===== config.mk =====
export PLATFORM = sky130hd
export DESIGN_NAME = acc_conv_ctrl
export DESIGN_NICKNAME = d
export VERILOG_FILES = /design/src/core/acc_chan_decode.v /design/src/core/acc_sar.v /design/src/core/acc_conv_ctrl.v
export VERILOG_INCLUDE_DIRS = /design/src /design/src/include
export SDC_FILE = /design/constraint.sdc
export NUM_CORES = 1
export LEC_CHECK = 0
export CORE_MARGIN = 10
export CORE_UTILIZATION = 55
export CTS_CLUSTER_SIZE = 8
export DETAILED_ROUTE_END_ITERATION = 8
export DONT_BUFFER_PORTS = 1
export GPL_TIMING_DRIVEN = 1
export PLACE_DENSITY_LB_ADDON = 0.05
export SLEW_MARGIN = 5
export SYNTH_ARGS = -nofsm -noshare
export SYNTH_HDL_FRONTEND = slang
export SYNTH_SLANG_ARGS = --single-unit

===== constraint.sdc =====
create_clock -name clk_in -period 6.79 [get_ports clk_in]
set_input_delay 1.358 -clock clk_in [delete_from_list [all_inputs] [get_ports clk_in]]
set_output_delay 1.358 -clock clk_in [all_outputs]
set_load 0.02 [all_outputs]

===== src/include/acc_defs.vh =====
// Purpose: constants for the conversion control block
// Assumes: byte-wide registers on a plain strobe port
// Notes: offsets are word addresses on the local port
`ifndef ACC_DEFS_VH
`define ACC_DEFS_VH
// register offsets
`define ACC_ADDR_CTRL_STATUS 3'h0
`define ACC_ADDR_CTRL2 3'h1
`define ACC_ADDR_RESULT_HIGH 3'h2
`define ACC_ADDR_RESULT_LOW 3'h3
`define ACC_ADDR_COMPARE_HIGH 3'h4
`define ACC_ADDR_COMPARE_LOW 3'h5
`define ACC_ADDR_IRQ_STATUS 3'h6
`define ACC_ADDR_IRQ_ENABLE 3'h7
// a write to irq status clears the written ones
// control/status fields
`define ACC_BIT_DONE 7
`define ACC_BIT_IRQ_EN 6
`define ACC_BIT_CONT 5
`define ACC_CHAN_MSB 4
`define ACC_CHAN_LSB 0
// control 2 fields
`define ACC_BIT_ACTIVE 7
`define ACC_BIT_TRIG_SEL 6
`define ACC_BIT_CMP_EN 5
`define ACC_BIT_CMP_DIR 4
// channel codes
`define ACC_CHAN_OFF 5'h1f
`define ACC_CHAN_RSVD 5'h1c
`define ACC_CHAN_REF_HIGH 5'h1d
`define ACC_CHAN_REF_LOW 5'h1e
`define ACC_CHAN_LAST_INPUT 5'h1b
// reset values
`define ACC_RST_CTRL_STATUS 8'h1f
`define ACC_RST_CTRL2 8'h00
// timing
`define ACC_CONV_TIME_NS 2500
`define ACC_CLK_PERIOD_NS 100
`define ACC_CONV_CYCLES ((`ACC_CONV_TIME_NS + `ACC_CLK_PERIOD_NS - 1) / `ACC_CLK_PERIOD_NS)
// irq status bits
`define ACC_IRQ_DONE 0
`define ACC_IRQ_ABORT 1
`endif


===== src/core/acc_chan_decode.v =====
// Purpose: decode the channel selector into a one-hot input select
// Assumes: select code is stable while a conversion runs
// Notes: reserved and off codes connect nothing
`timescale 1ns/1ps
`include "acc_defs.vh"
module acc_chan_decode #(
  parameter NUM_INPUTS = 28
)
(
  input wire [4:0] chan_in,
  output wire [NUM_INPUTS-1:0] input_sel_out,
  output wire ref_high_sel_out,
  output wire ref_low_sel_out,
  output wire powered_out
);
  genvar gi;
  // one select line per analog input
  generate
    for (gi = 0; gi < NUM_INPUTS; gi = gi + 1)
    begin : g_sel
      assign input_sel_out[gi] = (chan_in == gi[4:0]);
    end
  endgenerate
  // references and power down
  assign ref_high_sel_out = (chan_in == `ACC_CHAN_REF_HIGH);
  assign ref_low_sel_out = (chan_in == `ACC_CHAN_REF_LOW);
  assign powered_out = (chan_in != `ACC_CHAN_OFF);
endmodule // acc_chan_decode


===== src/core/acc_sar.v =====
// Purpose: successive-approximation sequencer, one bit per enable
// Assumes: comparator input is sampled each step
// Notes: abort returns to idle at once unless start comes in the same cycle
`timescale 1ns/1ps
`include "acc_defs.vh"
module acc_sar #(
  parameter WIDTH = 12
)
(
  input wire clk_in,
  input wire reset_in,
  input wire start_in,
  input wire abort_in,
  input wire step_in,
  input wire comp_hi_in,
  output reg busy_out,
  output reg done_out,
  output reg [WIDTH-1:0] result_out,
  output wire [WIDTH-1:0] trial_out
);
  reg [WIDTH-1:0] mask_ff;
  reg [WIDTH-1:0] acc_ff;
  assign trial_out = acc_ff | mask_ff;
  // bit walk from msb to lsb
  always @(posedge clk_in or posedge reset_in)
  begin
    if (reset_in)
    begin
      mask_ff <= {WIDTH{1'b0}};
      acc_ff <= {WIDTH{1'b0}};
      busy_out <= 1'b0;
      done_out <= 1'b0;
      result_out <= {WIDTH{1'b0}};
    end
    else
    begin
      done_out <= 1'b0;
      if (abort_in)
      begin
        busy_out <= 1'b0;
        mask_ff <= {WIDTH{1'b0}};
      end
      if (start_in)
      begin
        busy_out <= 1'b1;
        acc_ff <= {WIDTH{1'b0}};
        mask_ff <= {1'b1, {(WIDTH-1){1'b0}}};
      end
      else if (busy_out && !abort_in && step_in)
      begin
        if (comp_hi_in)
          acc_ff <= acc_ff | mask_ff;
        mask_ff <= mask_ff >> 1;
        if (mask_ff[0])
        begin
          busy_out <= 1'b0;
          done_out <= 1'b1;
          result_out <= comp_hi_in ? (acc_ff | mask_ff) : acc_ff;
        end
      end
    end
  end
endmodule // acc_sar


===== src/core/acc_conv_ctrl.v =====
// Purpose: control and status for a 12-bit sar converter
// Assumes: one 10 MHz clock, trigger input synchronous
// Notes: register port with read data one cycle after strobe
`timescale 1ns/1ps
`include "acc_defs.vh"
// Contract
// - control write aborts, restarts in software trigger mode unless channel off
// - compare off: every completion sets done except one in a control write cycle
// - compare on: done only if compare true
// - control write or low result read clears
// - done with irq enable raises interrupt
// - single mode: one conversion per trigger
// - continuous mode repeats after its start
// - all-ones channel powers converter off
// - stop by off code: no extra conversion
// - single mode idles after completion
// - channel codes: inputs, reserved, references
// - trigger select: software or hardware start
// - active flag set on start, cleared end
// - compare less-than or greater-equal by direction
module acc_conv_ctrl #(
  parameter WIDTH = 12,
  parameter NUM_INPUTS = 28,
  parameter CONV_CYCLES = `ACC_CONV_CYCLES
)
(
  input wire clk_in,
  input wire reset_in,
  input wire [2:0] addr_in,
  input wire [7:0] wdata_in,
  input wire wr_in,
  input wire rd_in,
  input wire hardware_trigger_input_in,
  input wire comp_hi_in,
  output reg [7:0] rdata_out,
  output reg irq_out,
  output reg conversion_active_out,
  output reg converter_power_out,
  output reg [NUM_INPUTS-1:0] input_sel_out,
  output reg ref_high_sel_out,
  output reg ref_low_sel_out,
  output reg [WIDTH-1:0] dac_trial_out
);
  localparam ST_IDLE = 2'h0;
  localparam ST_CONV = 2'h1;
  localparam ST_CONT = 2'h2;
  localparam STEP_DIV = (CONV_CYCLES + WIDTH - 1) / WIDTH;
  localparam DIV_W = 8;

  // software-visible state
  reg conversion_done_flag_ff;
  reg done_irq_enable_ff;
  reg continuous_enable_ff;
  reg [4:0] channel_selector_ff;
  reg trigger_source_select_ff;
  reg compare_function_enable_ff;
  reg compare_direction_select_ff;
  reg [WIDTH-1:0] result_ff;
  reg [WIDTH-1:0] compare_value_ff;
  reg [1:0] irq_status_ff;
  reg [1:0] irq_enable_ff;
  reg [1:0] state_ff;
  reg [1:0] nxt_state;
  reg trig_prev_ff;
  reg [DIV_W-1:0] div_ff;

  wire wr_ctrl;
  wire rd_low;
  wire off_code;
  wire hw_edge;
  wire start_conv;
  wire abort_conv;
  wire step;
  wire sar_busy;
  wire sar_done;
  wire [WIDTH-1:0] sar_result;
  wire [WIDTH-1:0] sar_trial;
  wire cmp_true;
  wire done_set;
  wire [NUM_INPUTS-1:0] dec_sel;
  wire dec_ref_high;
  wire dec_ref_low;
  wire dec_powered;
  wire irq_clr_done;

  assign wr_ctrl = wr_in && (addr_in == `ACC_ADDR_CTRL_STATUS);
  assign rd_low = rd_in && (addr_in == `ACC_ADDR_RESULT_LOW);
  assign off_code = (wdata_in[`ACC_CHAN_MSB:`ACC_CHAN_LSB] == `ACC_CHAN_OFF);
  assign hw_edge = hardware_trigger_input_in && !trig_prev_ff;

  // start sources: control write in software mode, trigger edge in hardware mode
  // bit 6 of a control write is the irq enable, so only the stored trigger select gates a software start
  assign start_conv = (wr_ctrl && !off_code && !trigger_source_select_ff)
    || (!wr_ctrl && trigger_source_select_ff && hw_edge && state_ff == ST_IDLE
        && channel_selector_ff != `ACC_CHAN_OFF)
    || (!wr_ctrl && state_ff == ST_CONT && !sar_busy && !sar_done);
  assign abort_conv = wr_ctrl;

  // step enable divider spreads the bits over the conversion time
  assign step = (div_ff == (STEP_DIV[DIV_W-1:0] - 8'h01));
  always @(posedge clk_in or posedge reset_in)
  begin
    if (reset_in)
      div_ff <= 8'h00;
    else if (start_conv || step)
      div_ff <= 8'h00;
    else
      div_ff <= div_ff + 8'h01;
  end

  acc_sar #(
    .WIDTH(WIDTH)
  ) u_sar (
    .clk_in(clk_in),
    .reset_in(reset_in),
    .start_in(start_conv),
    .abort_in(abort_conv),
    .step_in(step),
    .comp_hi_in(comp_hi_in),
    .busy_out(sar_busy),
    .done_out(sar_done),
    .result_out(sar_result),
    .trial_out(sar_trial)
  );

  acc_chan_decode #(
    .NUM_INPUTS(NUM_INPUTS)
  ) u_dec (
    .chan_in(channel_selector_ff),
    .input_sel_out(dec_sel),
    .ref_high_sel_out(dec_ref_high),
    .ref_low_sel_out(dec_ref_low),
    .powered_out(dec_powered)
  );

  // compare direction picks less-than or greater-or-equal
  assign cmp_true = compare_direction_select_ff ? (sar_result >= compare_value_ff)
    : (sar_result < compare_value_ff);
  assign done_set = sar_done && !wr_ctrl && (!compare_function_enable_ff || cmp_true);

  // sequencing state
  always @*
  begin
    nxt_state = state_ff;
    case (state_ff)
      ST_IDLE:
      begin
        if (start_conv)
          nxt_state = continuous_enable_ff ? ST_CONT : ST_CONV;
      end
      ST_CONV:
      begin
        if (sar_done)
          nxt_state = ST_IDLE;
      end
      ST_CONT:
      begin
        if (!continuous_enable_ff)
          nxt_state = ST_IDLE;
      end
      default:
        nxt_state = ST_IDLE;
    endcase
    if (wr_ctrl)
    begin
      if (off_code)
        nxt_state = ST_IDLE;
      else if (start_conv)
        nxt_state = wdata_in[`ACC_BIT_CONT] ? ST_CONT : ST_CONV;
      else
        nxt_state = ST_IDLE;
    end
  end

  always @(posedge clk_in or posedge reset_in)
  begin
    if (reset_in)
    begin
      state_ff <= ST_IDLE;
      trig_prev_ff <= 1'b0;
    end
    else
    begin
      state_ff <= nxt_state;
      trig_prev_ff <= hardware_trigger_input_in;
    end
  end

  // register writes and flag updates
  always @(posedge clk_in or posedge reset_in)
  begin
    if (reset_in)
    begin
      conversion_done_flag_ff <= 1'b0;
      done_irq_enable_ff <= 1'b0;
      continuous_enable_ff <= 1'b0;
      channel_selector_ff <= `ACC_CHAN_OFF;
      trigger_source_select_ff <= 1'b0;
      compare_function_enable_ff <= 1'b0;
      compare_direction_select_ff <= 1'b0;
      result_ff <= {WIDTH{1'b0}};
      compare_value_ff <= {WIDTH{1'b0}};
    end
    else
    begin
      if (wr_ctrl)
      begin
        done_irq_enable_ff <= wdata_in[`ACC_BIT_IRQ_EN];
        continuous_enable_ff <= wdata_in[`ACC_BIT_CONT];
        channel_selector_ff <= wdata_in[`ACC_CHAN_MSB:`ACC_CHAN_LSB];
      end
      if (wr_in && addr_in == `ACC_ADDR_CTRL2)
      begin
        trigger_source_select_ff <= wdata_in[`ACC_BIT_TRIG_SEL];
        compare_function_enable_ff <= wdata_in[`ACC_BIT_CMP_EN];
        compare_direction_select_ff <= wdata_in[`ACC_BIT_CMP_DIR];
      end
      if (wr_in && addr_in == `ACC_ADDR_COMPARE_HIGH)
        compare_value_ff[WIDTH-1:8] <= wdata_in[WIDTH-9:0];
      if (wr_in && addr_in == `ACC_ADDR_COMPARE_LOW)
        compare_value_ff[7:0] <= wdata_in;
      if (done_set)
        result_ff <= sar_result;
      // set wins over a low result read; a control write clears
      if (done_set)
        conversion_done_flag_ff <= 1'b1;
      else if (wr_ctrl || rd_low)
        conversion_done_flag_ff <= 1'b0;
    end
  end

  // sticky event status: done and abort
  assign irq_clr_done = wr_in && addr_in == `ACC_ADDR_IRQ_STATUS;
  always @(posedge clk_in or posedge reset_in)
  begin
    if (reset_in)
    begin
      irq_status_ff <= 2'h0;
      irq_enable_ff <= 2'h0;
    end
    else
    begin
      irq_status_ff[`ACC_IRQ_DONE] <= done_set
        || (irq_status_ff[`ACC_IRQ_DONE] && !(irq_clr_done && wdata_in[`ACC_IRQ_DONE]));
      irq_status_ff[`ACC_IRQ_ABORT] <= (wr_ctrl && sar_busy)
        || (irq_status_ff[`ACC_IRQ_ABORT] && !(irq_clr_done && wdata_in[`ACC_IRQ_ABORT]));
      if (wr_in && addr_in == `ACC_ADDR_IRQ_ENABLE)
        irq_enable_ff <= wdata_in[1:0];
    end
  end

  // registered outputs and read data
  always @(posedge clk_in or posedge reset_in)
  begin
    if (reset_in)
    begin
      rdata_out <= 8'h00;
      irq_out <= 1'b0;
      conversion_active_out <= 1'b0;
      converter_power_out <= 1'b0;
      input_sel_out <= {NUM_INPUTS{1'b0}};
      ref_high_sel_out <= 1'b0;
      ref_low_sel_out <= 1'b0;
      dac_trial_out <= {WIDTH{1'b0}};
    end
    else
    begin
      irq_out <= (conversion_done_flag_ff && done_irq_enable_ff)
        || |(irq_status_ff & irq_enable_ff);
      conversion_active_out <= sar_busy;
      // power only while selected and running
      converter_power_out <= dec_powered && (sar_busy || state_ff == ST_CONT);
      input_sel_out <= dec_powered ? dec_sel : {NUM_INPUTS{1'b0}};
      ref_high_sel_out <= dec_ref_high;
      ref_low_sel_out <= dec_ref_low;
      dac_trial_out <= sar_trial;
      rdata_out <= 8'h00;
      if (rd_in)
      begin
        case (addr_in)
          `ACC_ADDR_CTRL_STATUS:
            rdata_out <= {conversion_done_flag_ff, done_irq_enable_ff, continuous_enable_ff, channel_selector_ff};
          `ACC_ADDR_CTRL2:
            rdata_out <= {sar_busy, trigger_source_select_ff, compare_function_enable_ff,
              compare_direction_select_ff, 4'h0};
          `ACC_ADDR_RESULT_HIGH:
            rdata_out <= {{(16-WIDTH){1'b0}}, result_ff[WIDTH-1:8]};
          `ACC_ADDR_RESULT_LOW:
            rdata_out <= result_ff[7:0];
          `ACC_ADDR_COMPARE_HIGH:
            rdata_out <= {{(16-WIDTH){1'b0}}, compare_value_ff[WIDTH-1:8]};
          `ACC_ADDR_COMPARE_LOW:
            rdata_out <= compare_value_ff[7:0];
          `ACC_ADDR_IRQ_STATUS:
            rdata_out <= {6'h00, irq_status_ff};
          `ACC_ADDR_IRQ_ENABLE:
            rdata_out <= {6'h00, irq_enable_ff};
          default:
            rdata_out <= 8'h00;
        endcase
      end
    end
  end
endmodule // acc_conv_ctrl


### Word level (Yosys, flattened, before mapping)

Cells that the tools add are included.

* $add $sub $neg: 1
* $mul: 0
* div/mod/pow operators: 0
* order comparisons: 2
* eq/ne operators: 44
* shift-type cells: 0
* mux-type cells: 29
* bitwise operators: 3
* reduce and logical (&&, ||, !) cells: 55

Operators by type and width (count)
* 5-bit equality test, second input constant: 15
* 12-bit two-way mux: 6
* 8-bit one-hot mux with 8 select lines: 1
* 5-bit by 4-bit equality test with 1-bit output, second input constant: 8
* 1-bit logical AND: 28
* 28-bit two-way mux: 1
* 5-bit by 3-bit equality test with 1-bit output, second input constant: 4
* 2-bit two-way mux: 8
* 8-bit two-way mux: 2
* 3-bit equality test, second input constant: 4
* 12-bit greater-or-equal comparator: 1
* 12-bit < comparator: 1
* 12-bit bitwise OR: 1
* 5-bit by 2-bit equality test with 1-bit output, second input constant: 2
* 1-bit two-way mux: 10
* 1-bit logical NOT: 9
* 1-bit logical OR: 9
* 8-bit by 1-bit adder with 8-bit output, second input constant: 1
* 8-bit by 2-bit equality test with 1-bit output, second input constant: 1
* 3-bit by 2-bit equality test with 1-bit output, second input constant: 2
* 3-bit by 2-bit != test with 1-bit output, second input constant: 2
* 2-bit one-hot mux with 3 select lines: 1
* 3-bit AND reduction: 2
* 5-bit by 1-bit equality test with 1-bit output, second input constant: 1
* 13 further kinds: 14

* register bits after elaboration: 141
* latch bits: 0
* RAM bits: 0
* bits in read-only memories: 0
* input port bits: 17
* word-level logic and storage cells: 162
* memories: 0

### Longest topological paths before layout

Gate-level depths: netlist (run 1).

* depth in word-level cells: 12
* depth in mapped cells: 10

### Modules after synthesis

Synthesis (run 1) repeated with hierarchy kept, for this count alone.

* cells, all modules: 547
* area total of the unflattened synthesis: 6019.5 um^2

Modules (own cells, without submodules)
* acc_conv_ctrl: times used 1, cells each 371, area each 4270.3 um^2
* acc_sar: times used 1, cells each 130, area each 1531.5 um^2
* acc_chan_decode: times used 1, cells each 46, area each 217.7 um^2

### Worst setup path before layout (run 1)

OpenSTA, ideal clock, no wires.

* kind: in2reg
* start: input port addr_in[0]
* end: register result_ff[0]
* arrival: 3072 ps
* required time: 6665 ps
* setup slack: 3594 ps
* cell stages on the path: 10
* cell sequence: buf_2 nor2_1 and3_1 buf_2 a2111oi_0 a31oi_1 nor2b_1 clkbuf_1 buf_4 mux2_2

* cells in the longest elaborated chain, start to end: 5

Ends and longest elaborated chain
* start, declared: line acc_conv_ctrl.v:29 `input wire [2:0] addr_in,`
* 3-bit logical NOT
* 1-bit logical AND: line acc_conv_ctrl.v:86 `` assign wr_ctrl = wr_in && (addr_in == `ACC_ADDR_CTRL_STATUS); ``
* 1-bit logical NOT: line acc_conv_ctrl.v:139 `assign done_set = sar_done && !wr_ctrl && (!compare_function_enable_ff || cmp_true);`
* 1-bit logical AND (2 in series): line acc_conv_ctrl.v:139
* end signal, assigned: line acc_conv_ctrl.v:201 `result_ff <= {WIDTH{1'b0}};`
* end signal, assigned: line acc_conv_ctrl.v:223 `result_ff <= sar_result;`
* end, declared: line acc_conv_ctrl.v:58 `reg [WIDTH-1:0] result_ff;`

No other way between the ends.
A chain may end at the register's enable or synchronous reset.

### Final worst setup path (run 1)

* start: input port addr_in[1]
* end: register result_ff[0]

Same word-level chain as after synthesis.

==> results of run 1 <==
[flip-flops by register name (all words and copies together), names as in the netlist, 5 cells and up]
signal / cells
compare_value_ff: 12
u_sar.mask_ff: 12
channel_selector_ff: 5
div_ff: 8
u_sar.acc_ff: 12
u_sar.result_out: 12
dac_trial_out: 12
input_sel_out: 28
rdata_out: 8
result_ff: 12
[final cells by class]
class	count	area (um^2)	area share (%)
clock buffers	20	435	6.64
inverters	30	118	1.79
multi-input cells	341	2170	33.1
repair buffers	2	15.0	0.229
flip-flops and latches	141	3530	53.9
clock inverters	10	118	1.79
well taps	136	170	2.59
[logic make-up after synthesis]
group,Yosys count,synth area share (%)
AOI/OAI and AO/OA,94,9.66
xor gates and xnor gates,6,0.886
adders and majority gates,14,2.95
buffers and inverters,55,3.84
DFF,141,59.6
muxes,44,8.04
and+or+nand+nor,183,15.0
[metal layers]
layer  global-route usage [%]  up-vias  wire length [um]
met5                        0        -                 0
met4                     7.21        0               146
met3                     6.33       12               928
met2                     27.9       96              6260
met1                     23.0     1957              5720
li1                         -     1816                 -
[cells in the mapped netlist, types with 2 or more instances]
library cell	n	area, um^2
mux2i_1	15	150
o21ai_2	2	17.5
or2_2	14	87.6
buf_2	8	40.0
o22ai_1	2	12.5
a31oi_1	3	18.8
nor4b_4	2	47.6
mux2_2	29	327
clkbuf_1	14	52.6
nand3_1	10	50.1
xor2_1	3	26.3
a22oi_1	2	15.0
nand4_1	4	25.0
or3b_2	2	17.5
nand2b_1	3	18.8
or3_1	2	12.5
inv_1	30	113
nand3b_1	4	30.0
nor3_1	4	20.0
and2_1	5	31.3
dfstp_2	5	131
xnor2_1	3	26.3
nor2b_1	6	37.5
and3_1	5	31.3
a22o_1	11	96.3
o21ai_0	23	115
a21oi_1	39	195
dfrtp_1	136	3400
a221oi_1	2	17.5
nand2_1	54	203
nor2_1	64	240
ha_1	14	175
[worst max-delay path by stage]
stage                from  cells after the start                          end
6_report       addr_in[1]                      6                 result_ff[0]
2_1_floorplan    reset_in                      1  compare_direction_select_ff
4_1_cts        addr_in[1]                      6                 result_ff[0]
3_5_place_dp   addr_in[1]                      6                 result_ff[0]
5_1_grt        addr_in[1]                      6                 result_ff[1]
3_3_place_gp   addr_in[1]                      6                result_ff[10]
[report_power, final]
group / switching (mW) / internal [mW] / leakage (nW) / total, mW
combinational: 0.177 / 0.132 / 1.08 / 0.309
clock: 0.332 / 0.528 / 0.259 / 0.860
sequential: 0.137 / 0.945 / 1.82 / 1.08
total: 0.646 / 1.61 / 3.16 / 2.25
[through the flow]
step	instance area, um^2	power (mW)	worst slack [ps]	instances
floorplan	5930	1.32	1660	537
global placement	6010	1.40	2950	650
detailed placement	6010	1.41	2780	650
CTS	6560	2.27	3330	680
global route	6560	2.37	3130	680
finish	6560	2.25	3280	680
[worst reg2reg max path, delay by kind of cell (launching register included)]
kind | cells | cell delay, ps
buffers and inverters | 1 | 70
multiplexers | 1 | 430
AND/OR/NAND/NOR | 2 | 1090
adder cells (fa/ha/maj) | 1 | 280
flip-flops | 1 | 380
AO/OA/AOI/OAI | 3 | 500
==> impl_metrics.env, run 1 <==
export IMPL_path_buf_inv=0
export IMPL_routed_wl_um=13100
export IMPL_rsz0062_at_grt="no"
export IMPL_reg2reg_from="compare_value_ff[1]"
export IMPL_layout_common_cells="136 x dfrtp_1, 64 x nor2_1, 54 x nand2_1"
export IMPL_path_class="in -> reg"
export IMPL_async_reset_ff_share_pct=100
export IMPL_skew_ps=7.72
export IMPL_areaGrowthSynthToFinish_pct=10.6
export IMPL_post_cts_buffers=0
export IMPL_antenna_found_initial=0
export IMPL_hold_violations=0
export IMPL_fmax_mhz=285
export IMPL_hold_buffers=0
export IMPL_fin_crit_sh_pct=51.7
export IMPL_min_delay_start="u_sar.acc_ff[1]"
export IMPL_drive_above_1_share_pct=15.8
export IMPL_drv_slew=0
export IMPL_fin_util_pct=63.0
export IMPL_crit_chain="nor2_1 > and3_1 > a2111oi_0 > a31oi_1 > nor2b_1 > mux2_2"
export IMPL_hpwl_um=9170
export IMPL_cp_max_fo=17
export IMPL_maxCapViolCount=0
export IMPL_first_pass_iters=6
export IMPL_io_pins=70
export IMPL_start_kind="primary input"
export IMPL_drt_initial_drc_count=297
export IMPL_syn_avg_cell_area_um2=11.0
export IMPL_layout_commonest_cell="dfrtp_1"
export IMPL_status="finished clean"
export IMPL_holdPathStages=1
export IMPL_vias_per_cell=5.71
export IMPL_num_nets_final=564
export IMPL_portBuffers=0
export IMPL_ant_nets=0
export IMPL_rows=37
export IMPL_hp_class="reg -> reg"
export IMPL_antenna_diode_count=0
export IMPL_end_kind="flip-flop"
export IMPL_hold_slack_ps=497
export IMPL_powerDensity_nw_per_um2=343
export IMPL_synth_edf_count=0
export IMPL_cts_buffers=17
export IMPL_fin_setup_tns_ps=0
export IMPL_cts_resized=0
export IMPL_path_clk_slew_ps=60
export IMPL_syn_cell_area_um2=5930
export IMPL_ys_types=49
export IMPL_grt_total_usage_pct=18.1
export IMPL_ys_flop_type="dfrtp_1"
export IMPL_grt_max_degree=74
export IMPL_required_ps=7190
export IMPL_grt_pass1_vias=4005
export IMPL_synth_nets=568
export IMPL_wire_per_inst_um=19.2
export IMPL_grt_pass1_wl_um=21200
export IMPL_fillers=832
export IMPL_dr_total_vias=3881
export IMPL_synthCells=537
export IMPL_reg2regPathDepth=8
export IMPL_die_y_um=124
export IMPL_htreeDepth=4
export IMPL_slew_limit_headroom_pct=19.2
export IMPL_yosysWarnings=0
export IMPL_slowest_stage="nor2b_1"
export IMPL_p_leak_nw=3.16
export IMPL_fp_dieW_um=124
export IMPL_dieArea_um2=15300
export IMPL_hold_path_end="dac_trial_out[1]"
export IMPL_yosysSeqAreaShare_pct=59.6
export IMPL_synth_seq_cells=141
export IMPL_cts_tree="yes"
export IMPL_drc=0
export IMPL_rrSetupSlack_ps=3920
export IMPL_cts_root_buffer="clkbuf_8"
export IMPL_core_um2=10400
export IMPL_cts_buffer_depth=2
export IMPL_ir_worst_vdd_mv=0.180
export IMPL_gp_congestion=0.909
export IMPL_overflow=0
export IMPL_r2r_end="result_ff[0]"
export IMPL_clock_sinks=141
export IMPL_setup_viol=0
export IMPL_crit_family="simple AND/OR/NAND/NOR gates"
export IMPL_worst_slew_pin_slew_ps=1210
export IMPL_clkLatencyLatePin_ps=520
export IMPL_initial_core_util_pct=56.9
export IMPL_period_needed_ps=3510
export IMPL_crit_arrival_ps=3910
export IMPL_critPathMaxStageDelay_ps=960
No activity file was read; power rests on OpenSTA's default activity.
==> run 2: changes to the inputs <==
--- a/config.mk
+++ b/config.mk
@@ -6,6 +6,7 @@
 export SDC_FILE = /design/constraint.sdc
 export NUM_CORES = 1
 export LEC_CHECK = 0
+export ABC_AREA = 1
 export CORE_MARGIN = 10
 export CORE_UTILIZATION = 55
 export CTS_CLUSTER_SIZE = 8
==> constraint.sdc (replaced) <==
create_clock -name clk_in -period 3.5 [get_ports clk_in]
set_input_delay 0.7 -clock clk_in [delete_from_list [all_inputs] [get_ports clk_in]]
set_output_delay 0.7 -clock clk_in [all_outputs]
set_load 0.02 [all_outputs]
==> run 2 against run 1 <==
  * Sequential cell count unchanged
  * Area after synthesis increased by 3.2%
  * Via count grew 17%
  * Critical path type is now reg -> reg
  * Wire length rose by 8.0%
  * Global-route usage rose by 0.19 points
  * Critical endpoint is now result_ff[11]
  * Cell count is 22% higher
  * Sequential power up 94%
==> impl_metrics.env, run 2 <==
export IMPL_status="finished clean"
export IMPL_crit_chain="inv_1 > ha_1 > a21o_1 > nor2_1 > nand4_1 > nand2_1 > inv_1 > nand2_1 > nand2_1 > nand2_1 > nand2_1"
export IMPL_synth_nets=709
export IMPL_routed_wl_um=14100
export IMPL_die_y_um=125
export IMPL_synth_commonest_cells="164 x nand2_1, 136 x dfrtp_1, 98 x inv_1, 44 x nor2_1, 43 x nand3_1"
export IMPL_final_area_um2=6760
export IMPL_clkLatencyLatePin_ps=540
export IMPL_required_ps=3920
export IMPL_hold_buffers=0
export IMPL_end_kind="flip-flop"
export IMPL_dieArea_um2=15700
export IMPL_fp_dieW_um=125
export IMPL_ir_worst_vdd_mv=0.465
export IMPL_layout_common_cells="164 x nand2_1, 136 x dfrtp_1, 97 x inv_1"
export IMPL_slowest_stage="nand2_1"
export IMPL_first_pass_iters=5
export IMPL_place_area_um2=6200
export IMPL_slew_limit_headroom_pct=49.5
export IMPL_clock_sinks=141
export IMPL_hp_class="in -> async"
export IMPL_start_kind="flip-flop"
export IMPL_cts_buffers=17
export IMPL_antenna_found_initial=0
export IMPL_wire_per_inst_um=17.0
export IMPL_layout_commonest_cell="nand2_1"
export IMPL_skew_ps=5.41
export IMPL_drv_slew=0
export IMPL_rsz0062_at_grt="no"
export IMPL_synth_most_common_cell="nand2_1"
export IMPL_post_cts_buffers=0
export IMPL_finalNonFillerCells=830
export IMPL_worst_slew_pin_slew_ps=754
export IMPL_fmax_mhz=420
export IMPL_gp_congestion=0.895
export IMPL_yosysWarnings=0
export IMPL_syn_avg_cell_area_um2=9.02
export IMPL_synth_edf_count=0
export IMPL_antenna_diode_count=0
export IMPL_fin_crit_sh_pct=68.0
export IMPL_critPathMaxStageDelay_ps=440
export IMPL_rrSetupSlack_ps=1120
export IMPL_synth_seq_cells=141
export IMPL_grt_pass1_wl_um=23200
export IMPL_maxCapViolCount=0
export IMPL_setup_viol=0
export IMPL_fin_setup_tns_ps=0
export IMPL_yosysSeqAreaShare_pct=57.8
export IMPL_cp_max_fo=14
export IMPL_core_um2=10900
export IMPL_path_clk_slew_ps=60
export IMPL_ys_types=38
export IMPL_synthCells=678
export IMPL_portBuffers=0
export IMPL_htreeDepth=4
export IMPL_rows=38
export IMPL_grt_total_usage_pct=18.3
export IMPL_period_needed_ps=2380
export IMPL_areaGrowthSynthToFinish_pct=10.5
export IMPL_yosysTopAreaCellShare_pct=55.6
export IMPL_yosys_area_top_type="dfrtp_1"
export IMPL_initial_core_util_pct=56.2
export IMPL_grt_max_degree=111
export IMPL_io_pins=70
export IMPL_path_class="reg -> reg"
export IMPL_ys_flop_type="dfrtp_1"
export IMPL_drt_initial_drc_count=502
export IMPL_cts_root_buffer="clkbuf_8"
export IMPL_grt_pass1_vias=4514
export IMPL_async_reset_ff_share_pct=100
export IMPL_overflow=0
export IMPL_powerDensity_nw_per_um2=659
export IMPL_dr_total_vias=4535
export IMPL_drc=0
export IMPL_cts_tree="yes"
export IMPL_crit_arrival_ps=2800
export IMPL_vias_per_cell=5.46
export IMPL_regMostFlops="input_sel_out"
export IMPL_drive_above_1_share_pct=9.71
export IMPL_largest_register_ff_count=28
export IMPL_hold_violations=0
export IMPL_syn_cell_area_um2=6120
export IMPL_cpMostUsedCell="nand2_1"
export IMPL_p_leak_nw=3.44
export IMPL_hpwl_um=9960
export IMPL_ys_top_cells_by_area="dfrtp_1 56%, nand2_1 10%, inv_1 6.0%, nand3_1 3.5%, o21ai_0 3.3%"
export IMPL_num_nets_final=708
export IMPL_fillers=913
export IMPL_ant_nets=0
export IMPL_placed_cells=798
export IMPL_cts_resized=0
export IMPL_cts_buffer_depth=2
[run 2: cell types whose count changed after synthesis, sizes merged, moves of 8 or more]
cell / before / now
or2: 14 / 4
a22o: 11 / 0
nand3: 10 / 43
inv: 30 / 104
o21ai: 25 / 51
mux2: 29 / 0
nor3: 4 / 16
mux2i: 15 / 0
a21oi: 39 / 31
nand2: 54 / 172
nor2: 64 / 50
[run 2: per-layer routing]
layer	routed length [um]	part of all wire (%)	vias to the layer above	track usage, %
li1	-	-	2158	-
met1	6020	43	2195	22.3
met2	6720	48	149	28.9
met3	975	6.9	33	6.29
met4	388	2.8	0	7.99
met5	0	0	-	0
[run 2: layout make-up]
| cell class | instances | area, um^2 | share of cell area [%] |
|---|---|---|---|
| sequential | 141 | 3530 | 52.3 |
| multi-input combinational | 411 | 2060 | 30.5 |
| clock buffer | 24 | 470 | 6.96 |
| inverter | 104 | 399 | 5.91 |
| tap | 140 | 175 | 2.59 |
| clock inverter | 8 | 90.1 | 1.33 |
| timing repair buffer | 2 | 27.5 | 0.407 |
[run 2: power by group]
| part | switching (mW) | total, mW | internal (mW) |
|---|---|---|---|
| Clock | 0.637 | 1.70 | 1.06 |
| Sequential | 0.253 | 2.09 | 1.84 |
| Combinational | 0.454 | 0.664 | 0.210 |
| Total | 1.34 | 4.45 | 3.11 |
[run 2: critical path: cells and delay by family, from the launching register on]
kind / cells / cell delay [ps]
and+or+nand+nor: 7 / 1290
DFF: 1 / 360
adders and majority gates: 1 / 320
AOI/OAI and AO/OA: 1 / 190
buffers and inverters: 2 / 120
[run 2: stage by stage]
stage,util (%),hold slack (ps),power [mW],setup slack (ps)
global placement,56.9,438,2.76,1110
detailed placement,56.9,433,2.78,1030
floorplan,-,374,2.61,1040
global route,62.1,166,4.70,931
CTS,62.1,165,4.50,1150
finish,62.1,166,4.45,1120
[run 2: kinds of logic (layout without fill, tap and decap cells)]
kind of cell    Yosys count  after routing  share of synthesized area [%]
buf+inv                 126            138                           8.53
xor+xnor                  2              2                          0.286
fa+ha+maj                14             14                           2.86
simple gates            292            292                           21.1
compound gates          103            103                           9.43
flops                   141            141                           57.8
[run 2: worst paths after layout]
check                      cells past startpoint                    end                       from
hold / removal                                 2       input_sel_out[6]                   reset_in
hold reg to reg                                0  conversion_active_out             u_sar.busy_out
max in group asynchronous                      2   compare_value_ff[10]                   reset_in
setup reg to reg                              11          result_ff[11]       compare_value_ff[11]
setup / recovery                              11          result_ff[11]       compare_value_ff[11]
min in group clk_in                            0           trig_prev_ff  hardware_trigger_input_in
